**src/logic/rfs_pkg.sv**
```systemverilog
// Shared constants and types for the regulator fault supervisor
// -----------------------------------------------------------------------------
// How it works
// - Power-good stays low when shut down and during soft-start until limits are met.
// - Power-good drops on any OV, UV, OC, supply loss or low enable.
// - Any triggered fault latches an off state with power-good held low.
// - Toggling enable or supply clears the latch and starts a fresh soft-start.
// - After overvoltage only a supply drop restarts; enable toggles are ignored.
// - Core overcurrent acts only after persisting continuously for 100 us.
// - Core short-circuit at 2.25x trip level acts immediately, unqualified.
// - Core overcurrent compares five times sense voltage to trip pin over six.
// - Bridge overcurrent flags when low-side drop exceeds 10 uA across trip resistor.
// - Overcurrent on any outputs shuts all regulators, tri-states drivers, drops power-good.
// - No automatic restart after overcurrent; only enable or supply toggle clears it.
// - Output above 1.8 V trips overvoltage, drops power-good, turns its low-side on.
// - Low-side stays on until output below 0.85 V, then off; repeats on retrip.
// - Overvoltage watch stays active while enabled, even after other faults latched.
// - Undervoltage latches when output sits 295 mV under target for 205 us.
// - Undervoltage fault switches off all drivers and drops power-good.
// - Undervoltage is judged independently of overcurrent; either alone faults.
// -----------------------------------------------------------------------------
package rfs_pkg;

    // -------------------------------------------------------------------------
    // Clock and qualification times
    // -------------------------------------------------------------------------
    localparam int CLK_MHZ = 125;
    localparam int OC_QUAL_US = 100;
    localparam int UV_QUAL_US = 205;
    localparam int OC_QUAL_CYC = OC_QUAL_US * CLK_MHZ;
    localparam int UV_QUAL_CYC = UV_QUAL_US * CLK_MHZ;
    localparam int QCNT_W = 16;

    // -------------------------------------------------------------------------
    // Analog thresholds realised by the external comparators
    // -------------------------------------------------------------------------
    localparam int OV_TRIP_MV = 1800;
    localparam int OV_RELEASE_MV = 850;
    localparam int UV_MARGIN_MV = 295;
    localparam int CORE_SENSE_GAIN = 5;
    localparam int CORE_SET_DIV = 6;
    localparam int CORE_SC_X100 = 225;
    localparam int BRIDGE_SRC_UA = 10;

    // -------------------------------------------------------------------------
    // Outputs and input bundle layout
    // -------------------------------------------------------------------------
    localparam int N_CORE = 2;
    localparam int N_OUT = 3;
    localparam int SYNC_W = 14;

    // Driver commands
    localparam logic [1:0] DRV_SWITCH = 2'h0;
    localparam logic [1:0] DRV_TRISTATE = 2'h1;
    localparam logic [1:0] DRV_ALL_OFF = 2'h2;
    localparam logic [1:0] DRV_LOW_ON = 2'h3;

    localparam logic PG_OE_RST = 1'h1;

    typedef enum logic [2:0] {
        ST_OFF,
        ST_SOFTSTART,
        ST_RUN,
        ST_OC_LATCH,
        ST_UV_LATCH,
        ST_OV_LATCH
    } rfs_state_e;

endpackage

```
**src/logic/rfs_qual.sv**
```systemverilog
// Persistence timer: output rises after its condition holds LIMIT cycles
`timescale 1ns/1ps
module rfs_qual #(
    parameter logic [15:0] LIMIT = 16'h0010
) (
    input wire logic clk,
    input wire logic rst,
    input wire logic cond,
    output logic qualified
);
    logic [15:0] cnt_reg;
    logic [15:0] cnt_next;

    assign cnt_next = !cond ? 16'h0000 : (cnt_reg == LIMIT) ? cnt_reg : cnt_reg + 16'h0001;
    assign qualified = cond && (cnt_reg == LIMIT);

    always_ff @(posedge clk or posedge rst)
    begin
        if (rst)
            cnt_reg <= 16'h0000;
        else
            cnt_reg <= cnt_next;
    end

    a_qual_needs_hold: assert property (
        @(posedge clk) disable iff (rst) qualified |-> $past(cond) && cnt_reg == LIMIT)
        else $error("qualified without a held condition");
    a_qual_restart: assert property (
        @(posedge clk) disable iff (rst) !cond |=> cnt_reg == 16'h0000)
        else $error("timer did not restart on drop");
endmodule // rfs_qual

```
**src/logic/rfs_supervisor.sv**
```systemverilog
// Fault supervisor: qualifies comparators, latches faults, drives power-good and drivers
`timescale 1ns/1ps
module rfs_supervisor #(
    parameter int OC_QUAL_CYC = rfs_pkg::OC_QUAL_CYC,
    parameter int UV_QUAL_CYC = rfs_pkg::UV_QUAL_CYC
) (
    input wire logic clk,
    input wire logic rst,
    input wire logic enable_in,
    input wire logic supply_ok,
    input wire logic soft_start_done,
    input wire logic [1:0] core_oc_cmp,
    input wire logic [1:0] core_sc_cmp,
    input wire logic bridge_oc_cmp,
    input wire logic [2:0] ov_cmp,
    input wire logic [2:0] ov_clear_cmp,
    input wire logic [2:0] uv_cmp,
    input wire logic output_in_regulation_flag_i,
    output logic output_in_regulation_flag_o,
    output logic output_in_regulation_flag_oe,
    output logic soft_start_go,
    output logic [1:0] drv_cmd_core0,
    output logic [1:0] drv_cmd_core1,
    output logic [1:0] drv_cmd_bridge,
    output logic fault_oc,
    output logic fault_uv,
    output logic fault_ov,
    output logic pg_pin_low
);
    localparam int QW = rfs_pkg::QCNT_W;
    localparam logic [15:0] OC_LIM = QW'(OC_QUAL_CYC);
    localparam logic [15:0] UV_LIM = QW'(UV_QUAL_CYC);

    // -------------------------------------------------------------------------
    // Input synchronisation
    // -------------------------------------------------------------------------
    logic [rfs_pkg::SYNC_W-1:0] raw_bus;
    logic [rfs_pkg::SYNC_W-1:0] sync_bus;
    logic [1:0] core_oc_s;
    logic [1:0] core_sc_s;
    logic bridge_oc_s;
    logic [2:0] ov_s;
    logic [2:0] ov_clr_s;
    logic [2:0] uv_s;

    assign raw_bus = {core_oc_cmp, core_sc_cmp, bridge_oc_cmp, ov_cmp, ov_clear_cmp, uv_cmp};

    rfs_sync #(
        .W(rfs_pkg::SYNC_W)
    ) u_sync (
        .clk(clk),
        .rst(rst),
        .d(raw_bus),
        .q(sync_bus)
    );

    assign {core_oc_s, core_sc_s, bridge_oc_s, ov_s, ov_clr_s, uv_s} = sync_bus;

    // -------------------------------------------------------------------------
    // State and qualification
    // -------------------------------------------------------------------------
    rfs_pkg::rfs_state_e state_reg;
    rfs_pkg::rfs_state_e state_next;
    logic active;
    logic running;
    logic [1:0] core_oc_q;
    logic [2:0] uv_q;
    logic oc_trip;
    logic uv_trip;
    logic ov_watch;
    logic ov_trip;
    logic [2:0] ov_act_reg;
    logic [2:0] ov_act_next;

    assign active = (state_reg == rfs_pkg::ST_SOFTSTART) || (state_reg == rfs_pkg::ST_RUN);
    assign running = (state_reg == rfs_pkg::ST_RUN);

    genvar gi;
    generate
        for (gi = 0; gi < rfs_pkg::N_CORE; gi++)
        begin : g_core_oc
            rfs_qual #(
                .LIMIT(OC_LIM)
            ) u_oc_qual (
                .clk(clk),
                .rst(rst),
                .cond(core_oc_s[gi] && active),
                .qualified(core_oc_q[gi])
            );
        end
        for (gi = 0; gi < rfs_pkg::N_OUT; gi++)
        begin : g_uv
            rfs_qual #(
                .LIMIT(UV_LIM)
            ) u_uv_qual (
                .clk(clk),
                .rst(rst),
                .cond(uv_s[gi] && running),
                .qualified(uv_q[gi])
            );
        end
    endgenerate

    assign oc_trip = active && ((|core_oc_q) || (|core_sc_s) || bridge_oc_s);
    assign uv_trip = running && (|uv_q);

    // OV watched in every enabled state
    assign ov_watch = supply_ok && (enable_in || state_reg == rfs_pkg::ST_OV_LATCH);
    assign ov_trip = ov_watch && (|ov_s);

    // clamp until below release, set wins
    assign ov_act_next = ov_watch ? (ov_s | (ov_act_reg & ~ov_clr_s)) : 3'h0;

    always_comb
    begin
        state_next = state_reg;
        if (!supply_ok)
            // only route out of OV latch
            state_next = rfs_pkg::ST_OFF;
        else
        begin
            unique case (state_reg)
                rfs_pkg::ST_OFF:
                begin
                    // OV before start
                    // A stale overvoltage must not launch a soft-start into a shorted output
                    if (ov_trip)
                        state_next = rfs_pkg::ST_OV_LATCH;
                    else if (enable_in)
                        state_next = rfs_pkg::ST_SOFTSTART;
                end
                rfs_pkg::ST_OV_LATCH:
                begin
                    state_next = rfs_pkg::ST_OV_LATCH;
                end
                default:
                begin
                    if (ov_trip)
                        state_next = rfs_pkg::ST_OV_LATCH;
                    // enable low clears OC or UV
                    else if (!enable_in)
                        state_next = rfs_pkg::ST_OFF;
                    else if (oc_trip)
                        state_next = rfs_pkg::ST_OC_LATCH;
                    else if (uv_trip)
                        state_next = rfs_pkg::ST_UV_LATCH;
                    // run only with all outputs in limits
                    else if (state_reg == rfs_pkg::ST_SOFTSTART && soft_start_done && !(|uv_s))
                        state_next = rfs_pkg::ST_RUN;
                end
            endcase
        end
    end

    // -------------------------------------------------------------------------
    // Driver command decode
    // -------------------------------------------------------------------------
    function automatic logic [1:0] drv_code(input rfs_pkg::rfs_state_e st, input logic clamp);
        logic [1:0] code;
        code = rfs_pkg::DRV_TRISTATE;
        if (clamp)
            code = rfs_pkg::DRV_LOW_ON;
        else
        begin
            unique case (st)
                rfs_pkg::ST_SOFTSTART: code = rfs_pkg::DRV_SWITCH;
                rfs_pkg::ST_RUN: code = rfs_pkg::DRV_SWITCH;
                rfs_pkg::ST_OC_LATCH: code = rfs_pkg::DRV_TRISTATE;
                rfs_pkg::ST_UV_LATCH: code = rfs_pkg::DRV_ALL_OFF;
                rfs_pkg::ST_OV_LATCH: code = rfs_pkg::DRV_ALL_OFF;
                rfs_pkg::ST_OFF: code = rfs_pkg::DRV_TRISTATE;
            endcase
        end
        return code;
    endfunction

    logic [1:0] drv_next [rfs_pkg::N_OUT];
    logic [1:0] drv_reg [rfs_pkg::N_OUT];

    generate
        for (gi = 0; gi < rfs_pkg::N_OUT; gi++)
        begin : g_drv
            assign drv_next[gi] = drv_code(state_next, ov_act_next[gi]);
            always_ff @(posedge clk or posedge rst)
            begin
                if (rst)
                    drv_reg[gi] <= rfs_pkg::DRV_TRISTATE;
                else
                    drv_reg[gi] <= drv_next[gi];
            end
        end
    endgenerate

    assign drv_cmd_core0 = drv_reg[0];
    assign drv_cmd_core1 = drv_reg[1];
    assign drv_cmd_bridge = drv_reg[2];

    // -------------------------------------------------------------------------
    // Power-good and status
    // -------------------------------------------------------------------------
    logic pg_oe_reg;
    logic pg_oe_next;
    logic go_reg;

    // any fault or disable pulls low
    assign pg_oe_next = !(state_next == rfs_pkg::ST_RUN) || (|ov_act_next);

    // Flag is open drain: driven only low, external pull-up releases it
    assign output_in_regulation_flag_o = 1'h0;
    assign output_in_regulation_flag_oe = pg_oe_reg;
    assign pg_pin_low = !output_in_regulation_flag_i;
    assign soft_start_go = go_reg;
    assign fault_oc = (state_reg == rfs_pkg::ST_OC_LATCH);
    assign fault_uv = (state_reg == rfs_pkg::ST_UV_LATCH);
    assign fault_ov = (state_reg == rfs_pkg::ST_OV_LATCH);

    always_ff @(posedge clk or posedge rst)
    begin
        if (rst)
        begin
            state_reg <= rfs_pkg::ST_OFF;
            ov_act_reg <= 3'h0;
            pg_oe_reg <= rfs_pkg::PG_OE_RST;
            go_reg <= 1'h0;
        end
        else
        begin
            state_reg <= state_next;
            ov_act_reg <= ov_act_next;
            pg_oe_reg <= pg_oe_next;
            go_reg <= (state_reg == rfs_pkg::ST_OFF) && (state_next == rfs_pkg::ST_SOFTSTART);
        end
    end

    // -------------------------------------------------------------------------
    // Checks
    // -------------------------------------------------------------------------
    a_pg_low_ramp: assert property (
        @(posedge clk) disable iff (rst)
        state_reg != rfs_pkg::ST_RUN |-> output_in_regulation_flag_oe)
        else $error("power-good released outside run");
    a_pg_low_disable: assert property (
        @(posedge clk) disable iff (rst)
        (!enable_in && state_reg != rfs_pkg::ST_OFF && !(|ov_s)) |=> output_in_regulation_flag_oe)
        else $error("power-good not low after disable");
    a_fault_latch_hold: assert property (
        @(posedge clk) disable iff (rst)
        (fault_oc && enable_in && supply_ok && !(|ov_s)) |=> fault_oc && output_in_regulation_flag_oe)
        else $error("overcurrent latch did not hold");
    a_restart_pulse: assert property (
        @(posedge clk) disable iff (rst)
        (state_reg == rfs_pkg::ST_OFF && enable_in && supply_ok && !(|ov_s))
            |=> soft_start_go ##1 !soft_start_go)
        else $error("restart pulse missing");
    a_ov_ignores_en: assert property (
        @(posedge clk) disable iff (rst)
        (fault_ov && supply_ok) |=> fault_ov)
        else $error("overvoltage latch left without supply drop");
    a_sc_immediate: assert property (
        @(posedge clk) disable iff (rst)
        ((|core_sc_s) && active && enable_in && supply_ok && !(|ov_s)) |=> fault_oc)
        else $error("short circuit not acted on at once");
    a_oc_tristate: assert property (
        @(posedge clk) disable iff (rst)
        (fault_oc && ov_act_reg == 3'h0) |-> drv_cmd_core0 == rfs_pkg::DRV_TRISTATE
            && drv_cmd_bridge == rfs_pkg::DRV_TRISTATE)
        else $error("drivers not tri-stated on overcurrent");
    a_ov_clamp_on: assert property (
        @(posedge clk) disable iff (rst)
        (ov_watch && ov_s[2]) |=> drv_cmd_bridge == rfs_pkg::DRV_LOW_ON && fault_ov)
        else $error("low-side clamp missing on overvoltage");
    a_ov_release: assert property (
        @(posedge clk) disable iff (rst)
        (ov_act_reg[0] && ov_clr_s[0] && !ov_s[0] && ov_watch) |=> !ov_act_reg[0]
            && drv_cmd_core0 != rfs_pkg::DRV_LOW_ON)
        else $error("clamp not released below threshold");
    a_uv_all_off: assert property (
        @(posedge clk) disable iff (rst)
        (fault_uv && ov_act_reg == 3'h0) |-> drv_cmd_core1 == rfs_pkg::DRV_ALL_OFF
            && output_in_regulation_flag_oe)
        else $error("drivers not off on undervoltage");
endmodule // rfs_supervisor

```
**src/logic/rfs_sync.sv**
```systemverilog
// Two-stage synchroniser for a bundle of comparator levels
`timescale 1ns/1ps
module rfs_sync #(
    parameter int W = 1
) (
    input wire logic clk,
    input wire logic rst,
    input wire logic [W-1:0] d,
    output logic [W-1:0] q
);
    logic [W-1:0] meta_reg;

    always_ff @(posedge clk or posedge rst)
    begin
        if (rst)
        begin
            meta_reg <= '0;
            q <= '0;
        end
        else
        begin
            meta_reg <= d;
            q <= meta_reg;
        end
    end
endmodule // rfs_sync

```
**config.mk**
```make
export PLATFORM = sky130hd
export DESIGN_NAME = rfs_supervisor
export DESIGN_NICKNAME = d
export VERILOG_FILES = /design/src/logic/rfs_pkg.sv /design/src/logic/rfs_qual.sv /design/src/logic/rfs_supervisor.sv /design/src/logic/rfs_sync.sv
export SDC_FILE = /design/constraint.sdc
export NUM_CORES = 1
export LEC_CHECK = 0
export ABC_CLOCK_PERIOD_IN_PS = 3400
export CORE_UTILIZATION = 57
export DETAILED_ROUTE_END_ITERATION = 7
export DONT_BUFFER_PORTS = 1
export PLACE_DENSITY = 0.81
export SYNTH_ARGS = -nofsm -noshare
export SYNTH_HDL_FRONTEND = slang
export SYNTH_SLANG_ARGS = --single-unit
```
**constraint.sdc**
```tcl
create_clock -name clk -period 3.4 [get_ports clk]
set_clock_uncertainty 0.05 [all_clocks]
set_input_delay 0.34 -clock clk [delete_from_list [all_inputs] [get_ports clk]]
set_output_delay 0.34 -clock clk [all_outputs]
set_load 0.005 [all_outputs]
```
==> impl_results.rst <==
.. list-table::
   :header-rows: 1

   * - Metric
     - Value
   * - Maximum clock frequency
     - 413.1 MHz
   * - Cell depth of the worst hold path
     - 2
   * - Worst slew margin
     - 32.42%
   * - Overall power consumption
     - 3.357 mW
   * - Count of mapped cells out of synthesis
     - 521
   * - Crit path DAT
     - 2800 ps
   * - Static leakage
     - 2.748 nW
   * - Worst min-delay path category
     - input pin to register
   * - Remaining Overflow, GRT
     - 0
   * - Die Y
     - 101.6 µm
   * - Hold Startpoint
     - supply_ok
   * - # IOs
     - 33
   * - Remaining number of nets flagged by the antenna check after routing
     - 0
   * - Number of rows in the core area
     - 35
   * - Number of setup violations in the final report
     - 0
   * - CTS Root Cell
     - clkbuf_8
   * - Global-route total usage across every layer
     - 24.28%
   * - Final Cycle Share
     - 71.20%
   * - Vias in the first global route
     - 3983
   * - Number of max-capacitance violations reported
     - 0
   * - Peak supply drop
     - 0.4279 mV
   * - Floorplan die width
     - 101.6 µm
   * - Number of violations reported at the end of detailed-routing iteration 0
     - 196
   * - Slowest cell on crit path
     - nand3_1
   * - Top post-synthesis cells by count
     - dfrtp_1 (118), nor2_1 (87), xor2_1 (49)
   * - Post-route setup TNS
     - 0 ps
   * - Number of buffers inserted by port buffering
     - 0
   * - H-tree level count
     - 4
   * - Nature of the critical path endpoint
     - register
   * - Residual DRC count
     - 0
   * - Unrepaired setup endpoints after global routing
     - false
   * - Number of clock buffers inserted by TritonCTS
     - 17
   * - Worst slew pin tran
     - 1012 ps
   * - Crit path max fanout
     - 17
   * - CTS Sinks
     - 122
   * - Synthesized cell area
     - 5658 µm²
   * - Register bit total from synthesis
     - 122
   * - Number of post-CTS setup repair buffers
     - 0
   * - Max-slew violation total from the final report
     - 0
   * - Post-layout instance area
     - 6560 µm²
   * - Clock transition at path regs
     - 60 ps
   * - Nets@finish
     - 581
   * - Via density per instance
     - 5.574
   * - Area fraction of the dominant cell type after synthesis
     - 52.19%
   * - Hpwl dp
     - 7.081 mm
   * - Synth top area cells
     - dfrtp_1 (52%), xor2_1 (7.6%), nor2_1 (5.8%)
   * - Maximum clock path buffer count
     - 2
   * - Worst Path Class, Setup
     - register to register
   * - Combinational family with the most area after synthesis
     - simple AND/OR/NAND/NOR gates
   * - Detailed Route WL
     - 10.96 mm
   * - Total via count after detailed routing
     - 3863
   * - Clock tree from TritonCTS
     - yes
   * - Area added between synthesis and finish
     - 15.94%
   * - Count of inserted antenna diode cells
     - 0
   * - Later-pin clock latency in the skew report
     - 530 ps
   * - Maximum number of pins on one net before global-route repair
     - 50
   * - Crit Reg-Reg Startpoint
     - state_reg[0]$_DFF_PP0_
   * - Xor and xnor fraction of the mapped netlist area
     - 10.99%
   * - Synth warn
     - 0
   * - Multiplexer share of the synthesized area
     - 0.1769%
   * - Number of flip-flops under the largest register name
     - 48
   * - Net Count, Synth
     - 551
   * - Cell type with the largest total area after synthesis
     - dfrtp_1
   * - Sequential fraction of the synthesis area
     - 54.05%
   * - Top FF cell, synth
     - dfrtp_1
   * - Share of post-route cells with drive strength above 1
     - 12.06%
   * - Worst Reg2Reg Path Length in Cells
     - 6
   * - Final design utilization
     - 69.67%
   * - Result of the run
     - completed
   * - Worst Hold Slack
     - 66.22 ps
   * - Number of antenna violations at the first check in global routing
     - 0
   * - Series of cell instances along the critical path
     - nor2_2 > nand3_1 > or2_1 > a32oi_2 > nor3_2 > o31ai_1
   * - Dominant cell by count in the synthesized netlist
     - dfrtp_1
   * - Number of endpoints with negative hold slack in the final report
     - 0
   * - Share of flip-flops with an asynchronous set or reset after synthesis
     - 100.0%
   * - Simple-Gate Fraction of Synth Area
     - 25.45%
   * - Detailed-routing iteration count for the pre-antenna-repair pass
     - 5
   * - Launch point of the critical path
     - state_reg[0]$_DFF_PP0_
   * - Critical Path Start Type
     - register
   * - Die Footprint
     - 10330 µm²
   * - Slowest cell delay on critical path
     - 510 ps
   * - Placement Cell Area
     - 5816 µm²
   * - Initial standard-cell utilization of the core
     - 60.09%
   * - Critical path data required time
     - 3780 ps
   * - Min Clock Period, post-route
     - 2421 ps
   * - Wire length of the first global-routing pass
     - 18.59 mm
   * - Synth Area in Compound Gates
     - 4.710%
   * - Area of the placeable core
     - 9415 µm²
   * - Number of enable flip-flop cells after synthesis
     - 0
   * - Final Wtd Congestion
     - 0.8090
   * - Power per Cell Area
     - 511.7 nW/µm²
   * - Average detailed-routed wire length per instance
     - 15.82 µm
   * - Distinct cell type count after synthesis
     - 59
   * - Post-synthesis share of cell area spent on full adders, half adders and majority gates
     - 2.211%
   * - Mean post-synth cell area
     - 10.86 µm²
-- worst paths after layout --
kind	endpoint	slack, ps
max	drv_cmd_bridge[0]$_DFF_PP1_	980
min	state_reg[1]$_DFF_PP0_	70
min reg2reg	u_sync.q[12]$_DFF_PP0_	290
max reg2reg	drv_cmd_bridge[0]$_DFF_PP1_	980
max in group asynchronous	g_uv[0].u_uv_qual.cnt_reg[0]$_DFFE_PP0P_	1980
min in group asynchronous	g_core_oc[1].u_oc_qual.cnt_reg[13]$_DFFE_PP0N_	470
-- power by group --
group / total (mW) / switching [mW] / leakage, nW / internal, mW
clock network: 1.75 / 0.666 / 0.285 / 1.08
registers: 1.51 / 0.0202 / 1.62 / 1.49
logic: 0.0996 / 0.0637 / 0.847 / 0.0359
total: 3.36 / 0.750 / 2.75 / 2.61
-- metrics by stage --
step | worst slack (ps) | std cells
2_1_floorplan | 1516 | 521
3_3_place_gp | 1139 | 645
3_5_place_dp | 1007 | 645
4_1_cts | 964.2 | 693
5_1_grt | 752.6 | 693
6_report | 979.3 | 693
-- area by class of cell --
| type | instances | area, µm² |
|---|---|---|
| Sequential cell | 122 | 3058 |
| Fill cell | 669 | 2855 |
| Multi-Input combinational cell | 367 | 2467 |
| Clock buffer | 19 | 441.7 |
| Timing Repair Buffer | 19 | 195.2 |
| Tap cell | 129 | 161.4 |
| Clock inverter | 13 | 142.6 |
| Inverter | 24 | 93.84 |
-- kinds of logic after synthesis --
group	after synthesis
and+or+nand+nor	247
DFF	122
xor gates and xnor gates	71
AOI/OAI and AO/OA	37
buffers and inverters	32
adders and majority gates	10
other	1
muxes	1
-- placed cells by master, fill, tap and decap left out, types with 5 or more instances in the layout --
cell type      synthesis  routed
a21oi_1                9       9
and3_1                15      15
and4b_1                5       5
and4bb_2               6       6
clkbuf_16              0      16
dfrtp_1              118     118
dlygate4sd3_1          0      16
ha_1                  10      10
inv_1                 23      22
nand2_1               29      29
nand3_1               35      35
nand4_1               14      14
nor2_1                87      87
nor2b_1                7       7
nor4bb_1               5       5
o21ai_0                7       7
xnor2_1               22      22
xor2_1                49      49
-- routing by layer --
layer	share of wire, %	track usage (%)
met1	45	29.47
met2	49	39.14
met3	4.3	8.696
met4	1.7	10.70
met5	0	0
-- worst max-delay path: cells and delay by family, from the launching register on --
kind             cells  cell delay (ps)
AND/OR/NAND/NOR      4             1310
AO/OA/AOI/OAI        2              510
flip-flops           1              460
-- timing repair --
item                                   in CTS  in global routing
endpoints found under the hold margin      61                  0
gates resized for setup                     0                  0
hold buffers                               16                  0
setup endpoints to repair                   0                  0
Note: power is estimated with default switching activity, not from simulation.
